--- src/ccdc_pkg.sv ---
// Shared constants and types for the dynamic configuration shift port.
// Assumes both ends run on one clock, clk, at 10 MHz.
package ccdc_pkg;
   localparam int CFG_BITS       = 81;
   localparam int FB_SEL_LSB     = 0;
   localparam int IN_SEL_LSB     = 2;
   localparam int PAD_MODE_BIT   = 4;
   localparam int SHIFT_DIV      = 4;
   localparam int SHIFT_DIV_W    = 2;
   localparam logic [80:0] CFG_RESET = 81'h0;

   typedef enum logic [1:0]
   {
      FB_GROUND      = 2'h0,
      FB_OSC_ZERO    = 2'h1,
      FB_OSC_DELAYED = 2'h2,
      FB_UNUSED      = 2'h3
   } ccdc_fb_t;

   typedef enum logic [1:0]
   {
      SRC_PAD_FIRST  = 2'h0,
      SRC_PAD_SECOND = 2'h1,
      SRC_PAD_FOURTH = 2'h2,
      SRC_INTERNAL   = 2'h3
   } ccdc_src_t;

   typedef enum logic [1:0]
   {
      LD_IDLE  = 2'h0,
      LD_SHIFT = 2'h1,
      LD_APPLY = 2'h2
   } ccdc_ld_t;
endpackage

--- src/ccdc_if.sv ---
// Serial configuration link between fabric logic and the conditioner.
// Assumes a common clk; the shift clock is an enable pulse on it.
`timescale 1ns/1ps
`default_nettype none
interface ccdc_if;
   logic cfgShiftClkEn;
   logic cfgSerialIn;
   logic cfgSerialOut;
   logic cfgShiftEnable;
   logic cfgApplyStrobe;

   modport device
   (
      input  cfgShiftClkEn,
      input  cfgSerialIn,
      output cfgSerialOut,
      input  cfgShiftEnable,
      input  cfgApplyStrobe
   );
   modport host
   (
      output cfgShiftClkEn,
      output cfgSerialIn,
      input  cfgSerialOut,
      output cfgShiftEnable,
      output cfgApplyStrobe
   );
endinterface
`default_nettype wire

--- src/ccdc_device.sv ---
// Conditioner end: 81-bit shift register, active word, decoders.
// Assumes the host keeps shift enable high only while shifting.
`timescale 1ns/1ps
`default_nettype none
// Operation
// - Configuration held in 81-bit shift register
// - Host sends least significant bit first
// - Serial output shows register, LSB first
// - Host supplies the shift clock
// - Shift one bit per clock when enabled
// - Enable low: shifting stops, contents held
// - Update strobe applies shifted word
// - Feedback select: ground, oscillator, delayed, unused
// - Single-ended: one of pads 1,2,4 chosen
// - Differential: pads 1+2 pair, pad 3 paired
// - Mux tree picks pad or internal clock
// - Word sets feedback, source and pad mode selectors
module ccdc_device
   import ccdc_pkg::*;
#(
   parameter int WIDTH = CFG_BITS
)
(
   input  wire logic             clk,
   input  wire logic             nrst,
   ccdc_if.device                link,
   input  wire logic [3:0]       padIn,
   input  wire logic             internalClk,
   output logic [WIDTH-1:0]      activeCfg,
   output ccdc_fb_t              feedbackMuxSelect,
   output logic                  feedbackPowerDown,
   output logic                  referenceClockIn,
   output logic [3:0]            padIsRegularIo
);
   logic [WIDTH-1:0] shiftReg_ff;
   logic [WIDTH-1:0] nxt_shiftReg;
   logic [WIDTH-1:0] activeCfg_ff;
   logic [WIDTH-1:0] nxt_activeCfg;
   logic             doShift;
   logic             doApply;
   ccdc_src_t        srcSel;
   logic             diffMode;
   logic [3:0]       padRx;
   logic [3:0]       padClaim;
   logic [3:0]       padLead;
   logic             padClk;

   // Pads a source setting takes; leadOnly keeps just the receiving pad
   function automatic logic [3:0] pad_claim
   (
      input ccdc_src_t src,
      input logic      diff,
      input logic      leadOnly
   );
      logic [3:0] mask;
      mask = 4'h0;
      case (src)
         SRC_PAD_FIRST:
            mask = (diff && !leadOnly) ? 4'h3 : 4'h1;
         SRC_PAD_SECOND:
            mask = !diff ? 4'h2 : (leadOnly ? 4'h4 : 4'hC);
         SRC_PAD_FOURTH:
            mask = 4'h8;
         default:
            mask = 4'h0;
      endcase
      return mask;
   endfunction

   assign doShift = link.cfgShiftEnable & link.cfgShiftClkEn;
   assign doApply = link.cfgApplyStrobe;

   // One stage per bit: the serial chain and the word it feeds on apply
   for (genvar b = 0; b < WIDTH; b++)
   begin : g_bit
      logic stageIn;
      if (b == WIDTH - 1)
      begin : g_top
         assign stageIn = link.cfgSerialIn;
      end
      else
      begin : g_mid
         assign stageIn = shiftReg_ff[b+1];
      end
      assign nxt_shiftReg[b] =
         doShift ? stageIn : shiftReg_ff[b];
      assign nxt_activeCfg[b] = doApply ? shiftReg_ff[b] : activeCfg_ff[b];
   end

   always_ff @(posedge clk or negedge nrst)
   begin
      if (!nrst)
         shiftReg_ff <= CFG_RESET[WIDTH-1:0];
      else
         shiftReg_ff <= nxt_shiftReg;
   end

   // Active word only moves on the strobe, so partial loads stay invisible
   always_ff @(posedge clk or negedge nrst)
   begin
      if (!nrst)
         activeCfg_ff <= CFG_RESET[WIDTH-1:0];
      else
         activeCfg_ff <= nxt_activeCfg;
   end

   assign link.cfgSerialOut = shiftReg_ff[0];
   assign activeCfg = activeCfg_ff;

   assign feedbackMuxSelect =
      ccdc_fb_t'(activeCfg_ff[FB_SEL_LSB +: 2]);
   assign feedbackPowerDown = (feedbackMuxSelect == FB_GROUND);

   assign srcSel   = ccdc_src_t'(activeCfg_ff[IN_SEL_LSB +: 2]);
   assign diffMode = activeCfg_ff[PAD_MODE_BIT];
   assign padClaim = pad_claim(srcSel, diffMode, 1'b0);
   assign padLead  = pad_claim(srcSel, diffMode, 1'b1);

   // Even pads may be the true leg of a pair, the next pad its other leg
   for (genvar k = 0; k < 4; k++)
   begin : g_pad
      if (k % 2 == 0)
      begin : g_pair
         assign padRx[k] = diffMode ? (padIn[k] & ~padIn[k+1]) : padIn[k];
      end
      else
      begin : g_single
         assign padRx[k] = padIn[k];
      end
      assign padIsRegularIo[k] = ~padClaim[k];
   end

   // Glitch-free switching is not attempted; reconfigure while idle
   assign padClk = |(padLead & padRx);
   assign referenceClockIn =
      (srcSel == SRC_INTERNAL) ? internalClk : padClk;
endmodule
`default_nettype wire

--- src/flat_wrapper.sv ---
// flat-port wrapper written by rule: the top's interface ports become plain ports
module ccdc_device_flat import ccdc_pkg::*;
#(
   parameter int WIDTH = CFG_BITS
)
  (clk, nrst, padIn, internalClk, activeCfg, feedbackMuxSelect, feedbackPowerDown, referenceClockIn, padIsRegularIo, link_cfgShiftClkEn, link_cfgSerialIn, link_cfgSerialOut, link_cfgShiftEnable, link_cfgApplyStrobe);
  ccdc_if link_i ();
  input  wire logic clk;
  input  wire logic nrst;
  input  wire logic [3:0] padIn;
  input  wire logic internalClk;
  output logic [WIDTH-1:0] activeCfg;
  output ccdc_fb_t feedbackMuxSelect;
  output logic feedbackPowerDown;
  output logic referenceClockIn;
  output logic [3:0] padIsRegularIo;
  input wire logic [$bits(link_i.cfgShiftClkEn)-1:0] link_cfgShiftClkEn;
  input wire logic [$bits(link_i.cfgSerialIn)-1:0] link_cfgSerialIn;
  output wire logic [$bits(link_i.cfgSerialOut)-1:0] link_cfgSerialOut;
  input wire logic [$bits(link_i.cfgShiftEnable)-1:0] link_cfgShiftEnable;
  input wire logic [$bits(link_i.cfgApplyStrobe)-1:0] link_cfgApplyStrobe;
  assign link_i.cfgShiftClkEn = link_cfgShiftClkEn;
  assign link_i.cfgSerialIn = link_cfgSerialIn;
  assign link_cfgSerialOut = link_i.cfgSerialOut;
  assign link_i.cfgShiftEnable = link_cfgShiftEnable;
  assign link_i.cfgApplyStrobe = link_cfgApplyStrobe;
  ccdc_device #(.WIDTH(WIDTH)) u_core (.clk(clk), .nrst(nrst), .link(link_i), .padIn(padIn), .internalClk(internalClk), .activeCfg(activeCfg), .feedbackMuxSelect(feedbackMuxSelect), .feedbackPowerDown(feedbackPowerDown), .referenceClockIn(referenceClockIn), .padIsRegularIo(padIsRegularIo));
endmodule
--- config.mk ---
export PLATFORM = sky130hd
export DESIGN_NAME = ccdc_device_flat
export DESIGN_NICKNAME = d
export VERILOG_FILES = /design/src/ccdc_pkg.sv /design/src/ccdc_if.sv /design/src/ccdc_device.sv /design/src/flat_wrapper.sv
export SDC_FILE = /design/constraint.sdc
export NUM_CORES = 1
export LEC_CHECK = 0
export ABC_AREA = 1
export BUFFER_PORTS_ARGS = -buffer_cell sky130_fd_sc_hd__buf_2
export CORE_AREA = 8 8 111 113
export CTS_BUF_LIST = sky130_fd_sc_hd__clkbuf_16
export DETAILED_ROUTE_END_ITERATION = 12
export DIE_AREA = 0 0 119 121
export PLACE_DENSITY = 0.83
export SYNTH_ARGS = -nofsm -noshare
export SYNTH_HDL_FRONTEND = slang
export SYNTH_SLANG_ARGS = --single-unit
--- constraint.sdc ---
create_clock -name clk -period 1.8 [get_ports clk]
set_clock_uncertainty 0.2 [all_clocks]
set_input_delay 0.09 -clock clk [delete_from_list [all_inputs] [get_ports clk]]
set_output_delay 0.09 -clock clk [all_outputs]
set_load 0.02 [all_outputs]
==> summary.txt, run 1 <==
Clocking
  – Worst skew pair latency: about 0.4 ns
  – Worst-path clk slew: roughly 0.060 ns
  – Clock tree sinks: roughly 160
  – H-tree Lvls: 4
  – TritonCTS Buffers: 17
  – TritonCTS clock tree: yes
  – Max Root-Sink Buffers: 2
  – Clock root buffer: clkbuf_16

Worst setup path
  – Worst r2r dst: u_core.activeCfg[70]
  – Critical Path Sink Type: primary output
  – R2R Setup Slk: approximately 0.80 ns
  – FF-to-FF Start: u_core.shiftReg_ff[70]
  – CP Data Required Time: around 1.5 ns
  – Reg2Reg Depth: 1
  – Critical Path Sink: referenceClockIn
  – CP startpoint: u_core.activeCfg[3]
  – Startpoint types: flop
  – Crit Path Class: reg2out
  – Crit path max fanout: 4
  – CP arrival: around 1.5 ns

Drt
  – Vias: between 4k and 5k
  – WL/cell: ~14 um
  – Detail Route met3 WL: ~740 um
  – DR iter-0 viols: between 300 and 400
  – Routed met1 length: approximately 5400 um
  – Met2 WL post-DR: approximately 5900 um
  – DR pass1 iterations: 5
  – Residual DRC: 0
  – Via density: around 5.1
  – Max layer used: met4
  – Final wirelength: ~12000 um
  – Routed Antenna Nets: 0

Pwr
  – Leak pwr: approximately 3.6 nW
  – Total power draw: ~10 mW
  – PwrDens: 1380 mW/mm^2
  – Max VDD drop: between 0.0006 and 0.0007 V

Yosys
  – Sequential share of the synthesized area: between 60 and 70%
  – Synth area leaders: dfrtp_1, a21oi_1, nor2_1, o21ai_0, inv_1
  – Synthesized area: between 0.006 and 0.007 sq mm
  – Synth area leader: dfrtp_1
  – Average instance area after synthesis: between 10 and 15 sq um
  – Unique masters post-synth: 16
  – Seq cells post-synth: 162
  – Synth warn: 0
  – Synthesized Nets: just over 600
  – Gate Count Post-Synth: 599
  – Top cells by count, synth: dfrtp_1, nor2_1, a21oi_1, inv_1, nand2_1
  – Async set-reset flop share out of synthesis: 100%
  – Number of synthesized flops with an enable pin: 0
  – Most frequent cell after synthesis: dfrtp_1
  – Ys flop type: dfrtp_1
  – Yosys top cell area share: about two thirds

Die
  – Die X: roughly 120 um
  – Starting density of the core: between 50% and 60%
  – Boundary Pins: approximately 100
  – Rows: 38
  – Die Area: 0.0144 sq mm
  – Height of the die: about 120 um
  – Core Box Area: around 0.011 sq mm

Finish
  – Final Util: just under 70%
  – Share of layout cells above drive strength 1: between 20% and 30%
  – Sequential cell area: ~0.004 sq mm
  – Nets: just over 700
  – Synth-to-Final Area Change: 18.9%
  – Area occupied by multi-input gates: between 0.0015 and 0.002 sq mm
  – Antenna Cells: 0
  – Fillers: around 770
  – Non-filler cells in the finished layout: approximately 850

STA
  – Min cycle time layout: about 1.8 ns
  – Sum Neg Setup Slack: 0 ns
  – Max_slew headroom: between 60% and 70%
  – Final slew viol count: 0
  – Worst hold-check slack: 0.0469 ns
  – Fin crit share: 99.2%
  – Count of final hold-check violations: 0
  – Worst-Margin Slew: a little under 0.5 ns
  – Final Setup Violations: 0
  – Fmax: roughly 0.56 GHz

Min path
  – Hold Path Origin: link_cfgShiftClkEn
  – Hold Path Class: in2reg

Global route
  – Gr ovfl total: 0
  – Initial antenna violation count: 0
  – Pin count of the biggest net entering global routing: 78
  – Total track usage: 17.7%
  – Vias in the first global route: between 4k and 5k
  – First-pass GRT wire length: between 20000 and 25000 um

Status
  – Status: finished clean

Place
  – GP Congestion: around 0.8
  – Dpl cells: between 800 and 900
  – PortBufs: 100
  – DP HPWL: ~8100 um

Job
  – MaxCap Viol Count: 0
-- kinds of logic after synthesis --
| logic type | after synthesis | synth area share [%] |
|---|---|---|
| simple gates | 163 | 10.2 |
| flops | 162 | 65.7 |
| compound gates | 150 | 12.2 |
| buf+inv | 110 | 9.25 |
| mux | 14 | 2.62 |
-- flip-flops by register name, summed over array words and instances (netlist names) --
name,count
u_core.shiftReg_ff,81
u_core.activeCfg,81
-- routing by layer --
metal | GRT usage (%) | up-vias
met2 | 28.6 | 115
met1 | 21.5 | 2084
met5 | 0 | -
met3 | 5.96 | 17
met4 | 6.88 | 0
li1 | - | 2091
-- critical path, cell delays in order, from the launching register on --
cell and delay [ns]:
dfrtp_2 0.45, inv_2 0.11, nand3_1 0.12, nor2_1 0.12, nor2_1 0.06, nand3_1 0.08, buf_4 0.15
-- cells in the final DEF (no fill, tap or decap), types with 2 or more instances in the layout --
master and instances:
mux2_2 13, inv_2 2, nor2_2 2, dlygate4sd3_1 4, o21ai_1 9, bufinv_16 3
clkbuf_16 17, buf_2 97, o21ai_0 61, clkinv_1 5, buf_4 5, nand2_1 72
nor2_1 82, nand3_1 5, dfrtp_1 160, inv_1 77, buf_12 7, dfrtp_2 2
a21oi_1 79
-- how the worst min path moves through the flow --
| stage | slack (ns) | cells past startpoint | endpoint |
|---|---|---|---|
| final | 0.05 | 4 | u_core.shiftReg_ff[6] |
| after detailed placement | -0.19 | 1 | u_core.shiftReg_ff[51] |
| after floorplan | -0.41 | 0 | u_core.activeCfg[0] |
| after CTS | 0.03 | 4 | u_core.shiftReg_ff[6] |
| after global placement | -0.20 | 1 | u_core.shiftReg_ff[50] |
| after global routing | 0.11 | 4 | u_core.shiftReg_ff[78] |
-- area by class of cell --
class / instances / share of cell area [%]
Sequential cell: 162 / 55.3
Inverter: 74 / 3.79
Clock buffer: 17 / 5.80
Tap cell: 140 / 2.39
Timing Repair Buffer: 114 / 9.74
Multi-Input combinational cell: 327 / 21.2
Clock inverter: 14 / 1.81
-- timing repair --
action                                 4_1_cts  5_1_grt
hold buffers                                 4        0
setup buffers                                0        1
resized for setup                            1        7
pin swaps                                    0        1
endpoints found under the hold margin      175        0
setup endpoints to repair                    1        1
-- power by group --
group	switching, mW	leakage (nW)	internal (mW)
combinational	1.29	1.29	0.674
clock	1.28	0.290	2.12
sequential	0.404	2.00	4.34
-- per-stage QoR --
stage               area (sq um)  setup slack (ns)
CTS                         7310           0.00308
floorplan                   6170             0.328
global route                7330           -0.0332
finish                      7330            0.0145
detailed placement          6710             0.409
global placement            6710             0.553
No activity file was read; power rests on OpenSTA's default activity.
==> inputs of run 2 (changes only) <==
--- a/config.mk
+++ b/config.mk
@@ -5,7 +5,6 @@
 export SDC_FILE = /design/constraint.sdc
 export NUM_CORES = 1
 export LEC_CHECK = 0
-export ABC_AREA = 1
 export BUFFER_PORTS_ARGS = -buffer_cell sky130_fd_sc_hd__buf_2
 export CORE_AREA = 8 8 111 113
 export CTS_BUF_LIST = sky130_fd_sc_hd__clkbuf_16
==> summary.txt, run 2 <==
Drt
  – DR pass1 iterations: 4 (was 5)
  – Routed Antenna Nets: 0 (unchanged)
  – Via density: 5.17 (was 5.08)
  – DR iter-0 viols: 150 (was 316)
  – WL/cell: 17.5 um (was 14.4 um)
  – Detail Route met3 WL: 492 um (was 737 um)
  – Vias: 3232 (was 4307)
  – Max layer used: met4 (unchanged)
  – Met2 WL post-DR: 5680 um (was 5900 um)
  – Residual DRC: 0 (unchanged)
  – Final wirelength: 10900 um (was 12200 um)
  – Routed met1 length: 4550 um (was 5400 um)

Yosys
  – Synth warn: 0 (unchanged)
  – Yosys top cell area share: 65.5% (was 65.7%)
  – Synthesized Nets: 370 (was 610)
  – Seq cells post-synth: 162 (unchanged)
  – Ys flop type: dfrtp_1 (unchanged)
  – Synth area leaders: dfrtp_1, mux2_2, buf_4, buf_6, clkbuf_8 (was dfrtp_1, a21oi_1, nor2_1, o21ai_0, inv_1)
  – Async set-reset flop share out of synthesis: 100% (unchanged)
  – Synth area leader: dfrtp_1 (unchanged)
  – Average instance area after synthesis: 17.2 sq um (was 10.3 sq um)
  – Top cells by count, synth: dfrtp_1, mux2_2, buf_4, buf_6, clkbuf_8 (was dfrtp_1, nor2_1, a21oi_1, inv_1, nand2_1)
  – Gate Count Post-Synth: 359 (was 599)
  – Unique masters post-synth: 21 (was 16)
  – Sequential share of the synthesized area: 65.5% (was 65.7%)
  – Number of synthesized flops with an enable pin: 0 (unchanged)
  – Most frequent cell after synthesis: dfrtp_1 (unchanged)
  – Synthesized area: 0.00619 sq mm (was 0.00617 sq mm)

Clocking
  – TritonCTS clock tree: yes (unchanged)
  – Worst skew pair latency: 0.41 ns (about the same)
  – H-tree Lvls: 4 (unchanged)
  – Clock tree sinks: 162 (unchanged)
  – TritonCTS Buffers: 17 (unchanged)
  – Max Root-Sink Buffers: 2 (unchanged)
  – Clock root buffer: clkbuf_16 (unchanged)
  – Worst-path clk slew: 0.06 ns (about the same)

STA
  – Min cycle time layout: 1.85 ns (was 1.79 ns)
  – Final Setup Violations: 1 (was 0)
  – Fmax: 0.539 GHz (was 0.560 GHz)
  – Max_slew headroom: 72.4% (was 67.2%)
  – RSZ-0062 raised after global routing: true
  – Fin crit share: 103% (was 99.2%)
  – Worst-Margin Slew: 0.414 ns (was 0.492 ns)
  – Final slew viol count: 0 (unchanged)
  – Setup ws final: -0.0545 ns (was 0.0145 ns)
  – Count of final hold-check violations: 0 (unchanged)

Worst setup path
  – Critical-path cell list: mux2_4 > a211o_1 > buf_6 (was inv_2 > nand3_1 > nor2_1 > nor2_1 > nand3_1 > buf_4)
  – Crit path max fanout: 7 (was 4)
  – Crit Path Class: reg2out (unchanged)
  – Critical path's largest stage delay: 0.45 ns (about the same)
  – Reg2Reg Depth: 1 (unchanged)
  – Critical Path Sink Type: primary output (unchanged)
  – CP Data Required Time: 1.51 ns (about the same)
  – CP arrival: 1.56 ns (was 1.50 ns)
  – Startpoint types: flop (unchanged)
  – Critical path's slowest cell: dfrtp_2 (unchanged)

Die
  – Die Area: 0.0144 sq mm (unchanged)
  – Die X: 119 um (unchanged)
  – Height of the die: 121 um (unchanged)
  – Boundary Pins: 101 (unchanged)
  – Rows: 38 (unchanged)
  – Core Box Area: 0.0106 sq mm (unchanged)
  – Starting density of the core: 58.4% (was 58.2%)

Pwr
  – Leak pwr: 4.05 nW (was 3.58 nW)
  – Total power draw: 8.67 mW (was 10.1 mW)
  – PwrDens: 1160 mW/mm^2 (was 1380 mW/mm^2)
  – Max VDD drop: 0.00123 V (was 0.000666 V)

Place
  – PortBufs: 100 (unchanged)
  – GP Congestion: 0.746 (was 0.798)
  – DP Worst Slack: 0.276 ns (was 0.409 ns)
  – DP HPWL: 7250 um (was 8100 um)

Global route
  – Total track usage: 16.4% (was 17.7%)
  – Vias in the first global route: 3700 (was 4458)
  – First-pass GRT wire length: 18900 um (was 20700 um)
  – Pin count of the biggest net entering global routing: 50 (was 78)
  – Initial antenna violation count: 0 (unchanged)
  – Gr ovfl total: 0 (unchanged)

Finish
  – Antenna Cells: 0 (unchanged)
  – Most frequent cells in the layout: mux2_2, dfrtp_1, buf_2 (was dfrtp_1, buf_2, nor2_1)
  – Most common cell after layout, fill and taps aside: mux2_2 (was dfrtp_1)
  – Fillers: 702 (was 769)
  – Synth-to-Final Area Change: 21.0% (was 18.9%)
  – Share of layout cells above drive strength 1: 63.9% (was 21.6%)
  – Nets: 483 (was 707)

Status
  – Failing checks: negative setup slack
  – Status: finished, violations left (was finished clean)

Min path
  – Hold Path Class: in2reg (unchanged)
  – WHS Path Cells: 4 (unchanged)

Job
  – MaxCap Viol Count: 0 (unchanged)
run 2: cell count changes after synthesis, sizes merged, moves of 3 or more:
| cell | previous run | this run |
|---|---|---|
| nor2 | 84 | 2 |
| mux2 | 14 | 162 |
| buf | 30 | 17 |
| nand3 | 6 | 0 |
| o21ai | 70 | 1 |
| clkbuf | 6 | 3 |
| a21oi | 79 | 0 |
| nand2 | 73 | 2 |
| inv | 74 | 1 |
run 2: report_power, final:
part           total [mW]  switching, mW  internal [mW]
logic               0.958          0.508          0.450
clock network        3.56           1.38           2.17
registers            4.16          0.192           3.97
run 2: final timing paths:
path	start	to	slack, ns
max	u_core.activeCfg[2]	referenceClockIn	-0.05
max reg2reg	u_core.activeCfg[3]	u_core.activeCfg[3]	0.75
max in group asynchronous	nrst	u_core.activeCfg[2]	0.28
min	link_cfgShiftClkEn	u_core.shiftReg_ff[60]	0.09
min reg2reg	u_core.activeCfg[63]	u_core.activeCfg[63]	0.30
min in group asynchronous	nrst	u_core.shiftReg_ff[66]	0.50
run 2: area by class of cell:
class                   count  area (sq um)  area share [%]
clock inverters            15           169            2.25
inverters                   1          3.75          0.0501
clock buffers              17           425            5.68
flip-flops and latches    162          4060            54.2
multi-input cells         176          1950            26.1
well taps                 140           175            2.34
repair buffers            114           706            9.42
run 2: what timing repair did:
item | in CTS | in global routing
gates resized for setup | 5 | 2
pin swaps | 2 | 0
endpoints found under the setup margin | 2 | 2
hold buffers | 4 | 0
buffers inserted | 1 | 0
endpoints found under the hold margin | 176 | 0
run 2: cell families (layout without fill, tap and decap cells):
group	after synthesis	count (layout)	share of synthesized area [%]
xor+xnor	1	1	0.141
buf+inv	21	147	3.11
mux	162	162	29.5
flops	162	162	65.5
simple gates	9	9	0.950
compound gates	4	4	0.788
run 2: through the flow:
stage / instance area (sq um) / setup TNS [ns] / hold WS, ns / utilization (%) / std cells
3_5_place_dp: 6830 / 0 / -0.158 / 64.5 / 588
4_1_cts: 7490 / -0.0695 / 0.0702 / 70.6 / 625
3_3_place_gp: 6830 / 0 / -0.164 / 64.5 / 588
2_1_floorplan: 6190 / 0 / -0.406 / - / 359
5_1_grt: 7490 / -0.109 / 0.0929 / 70.7 / 625
6_report: 7490 / -0.0545 / 0.0886 / 70.7 / 625
run 2: routing by layer:
layer	global-route usage (%)	vias to the layer above
met1	19.5	1640
li1	-	1504
met5	0	-
met3	5.17	11
met4	7.11	0
met2	27.0	77
run 2: worst max-delay path: cells and delay by family, from the launching register on:
kind	cells	cell delay (ns)
multiplexers	1	0.31
flip-flops	1	0.45
AO/OA/AOI/OAI	1	0.27
buffers and inverters	1	0.14
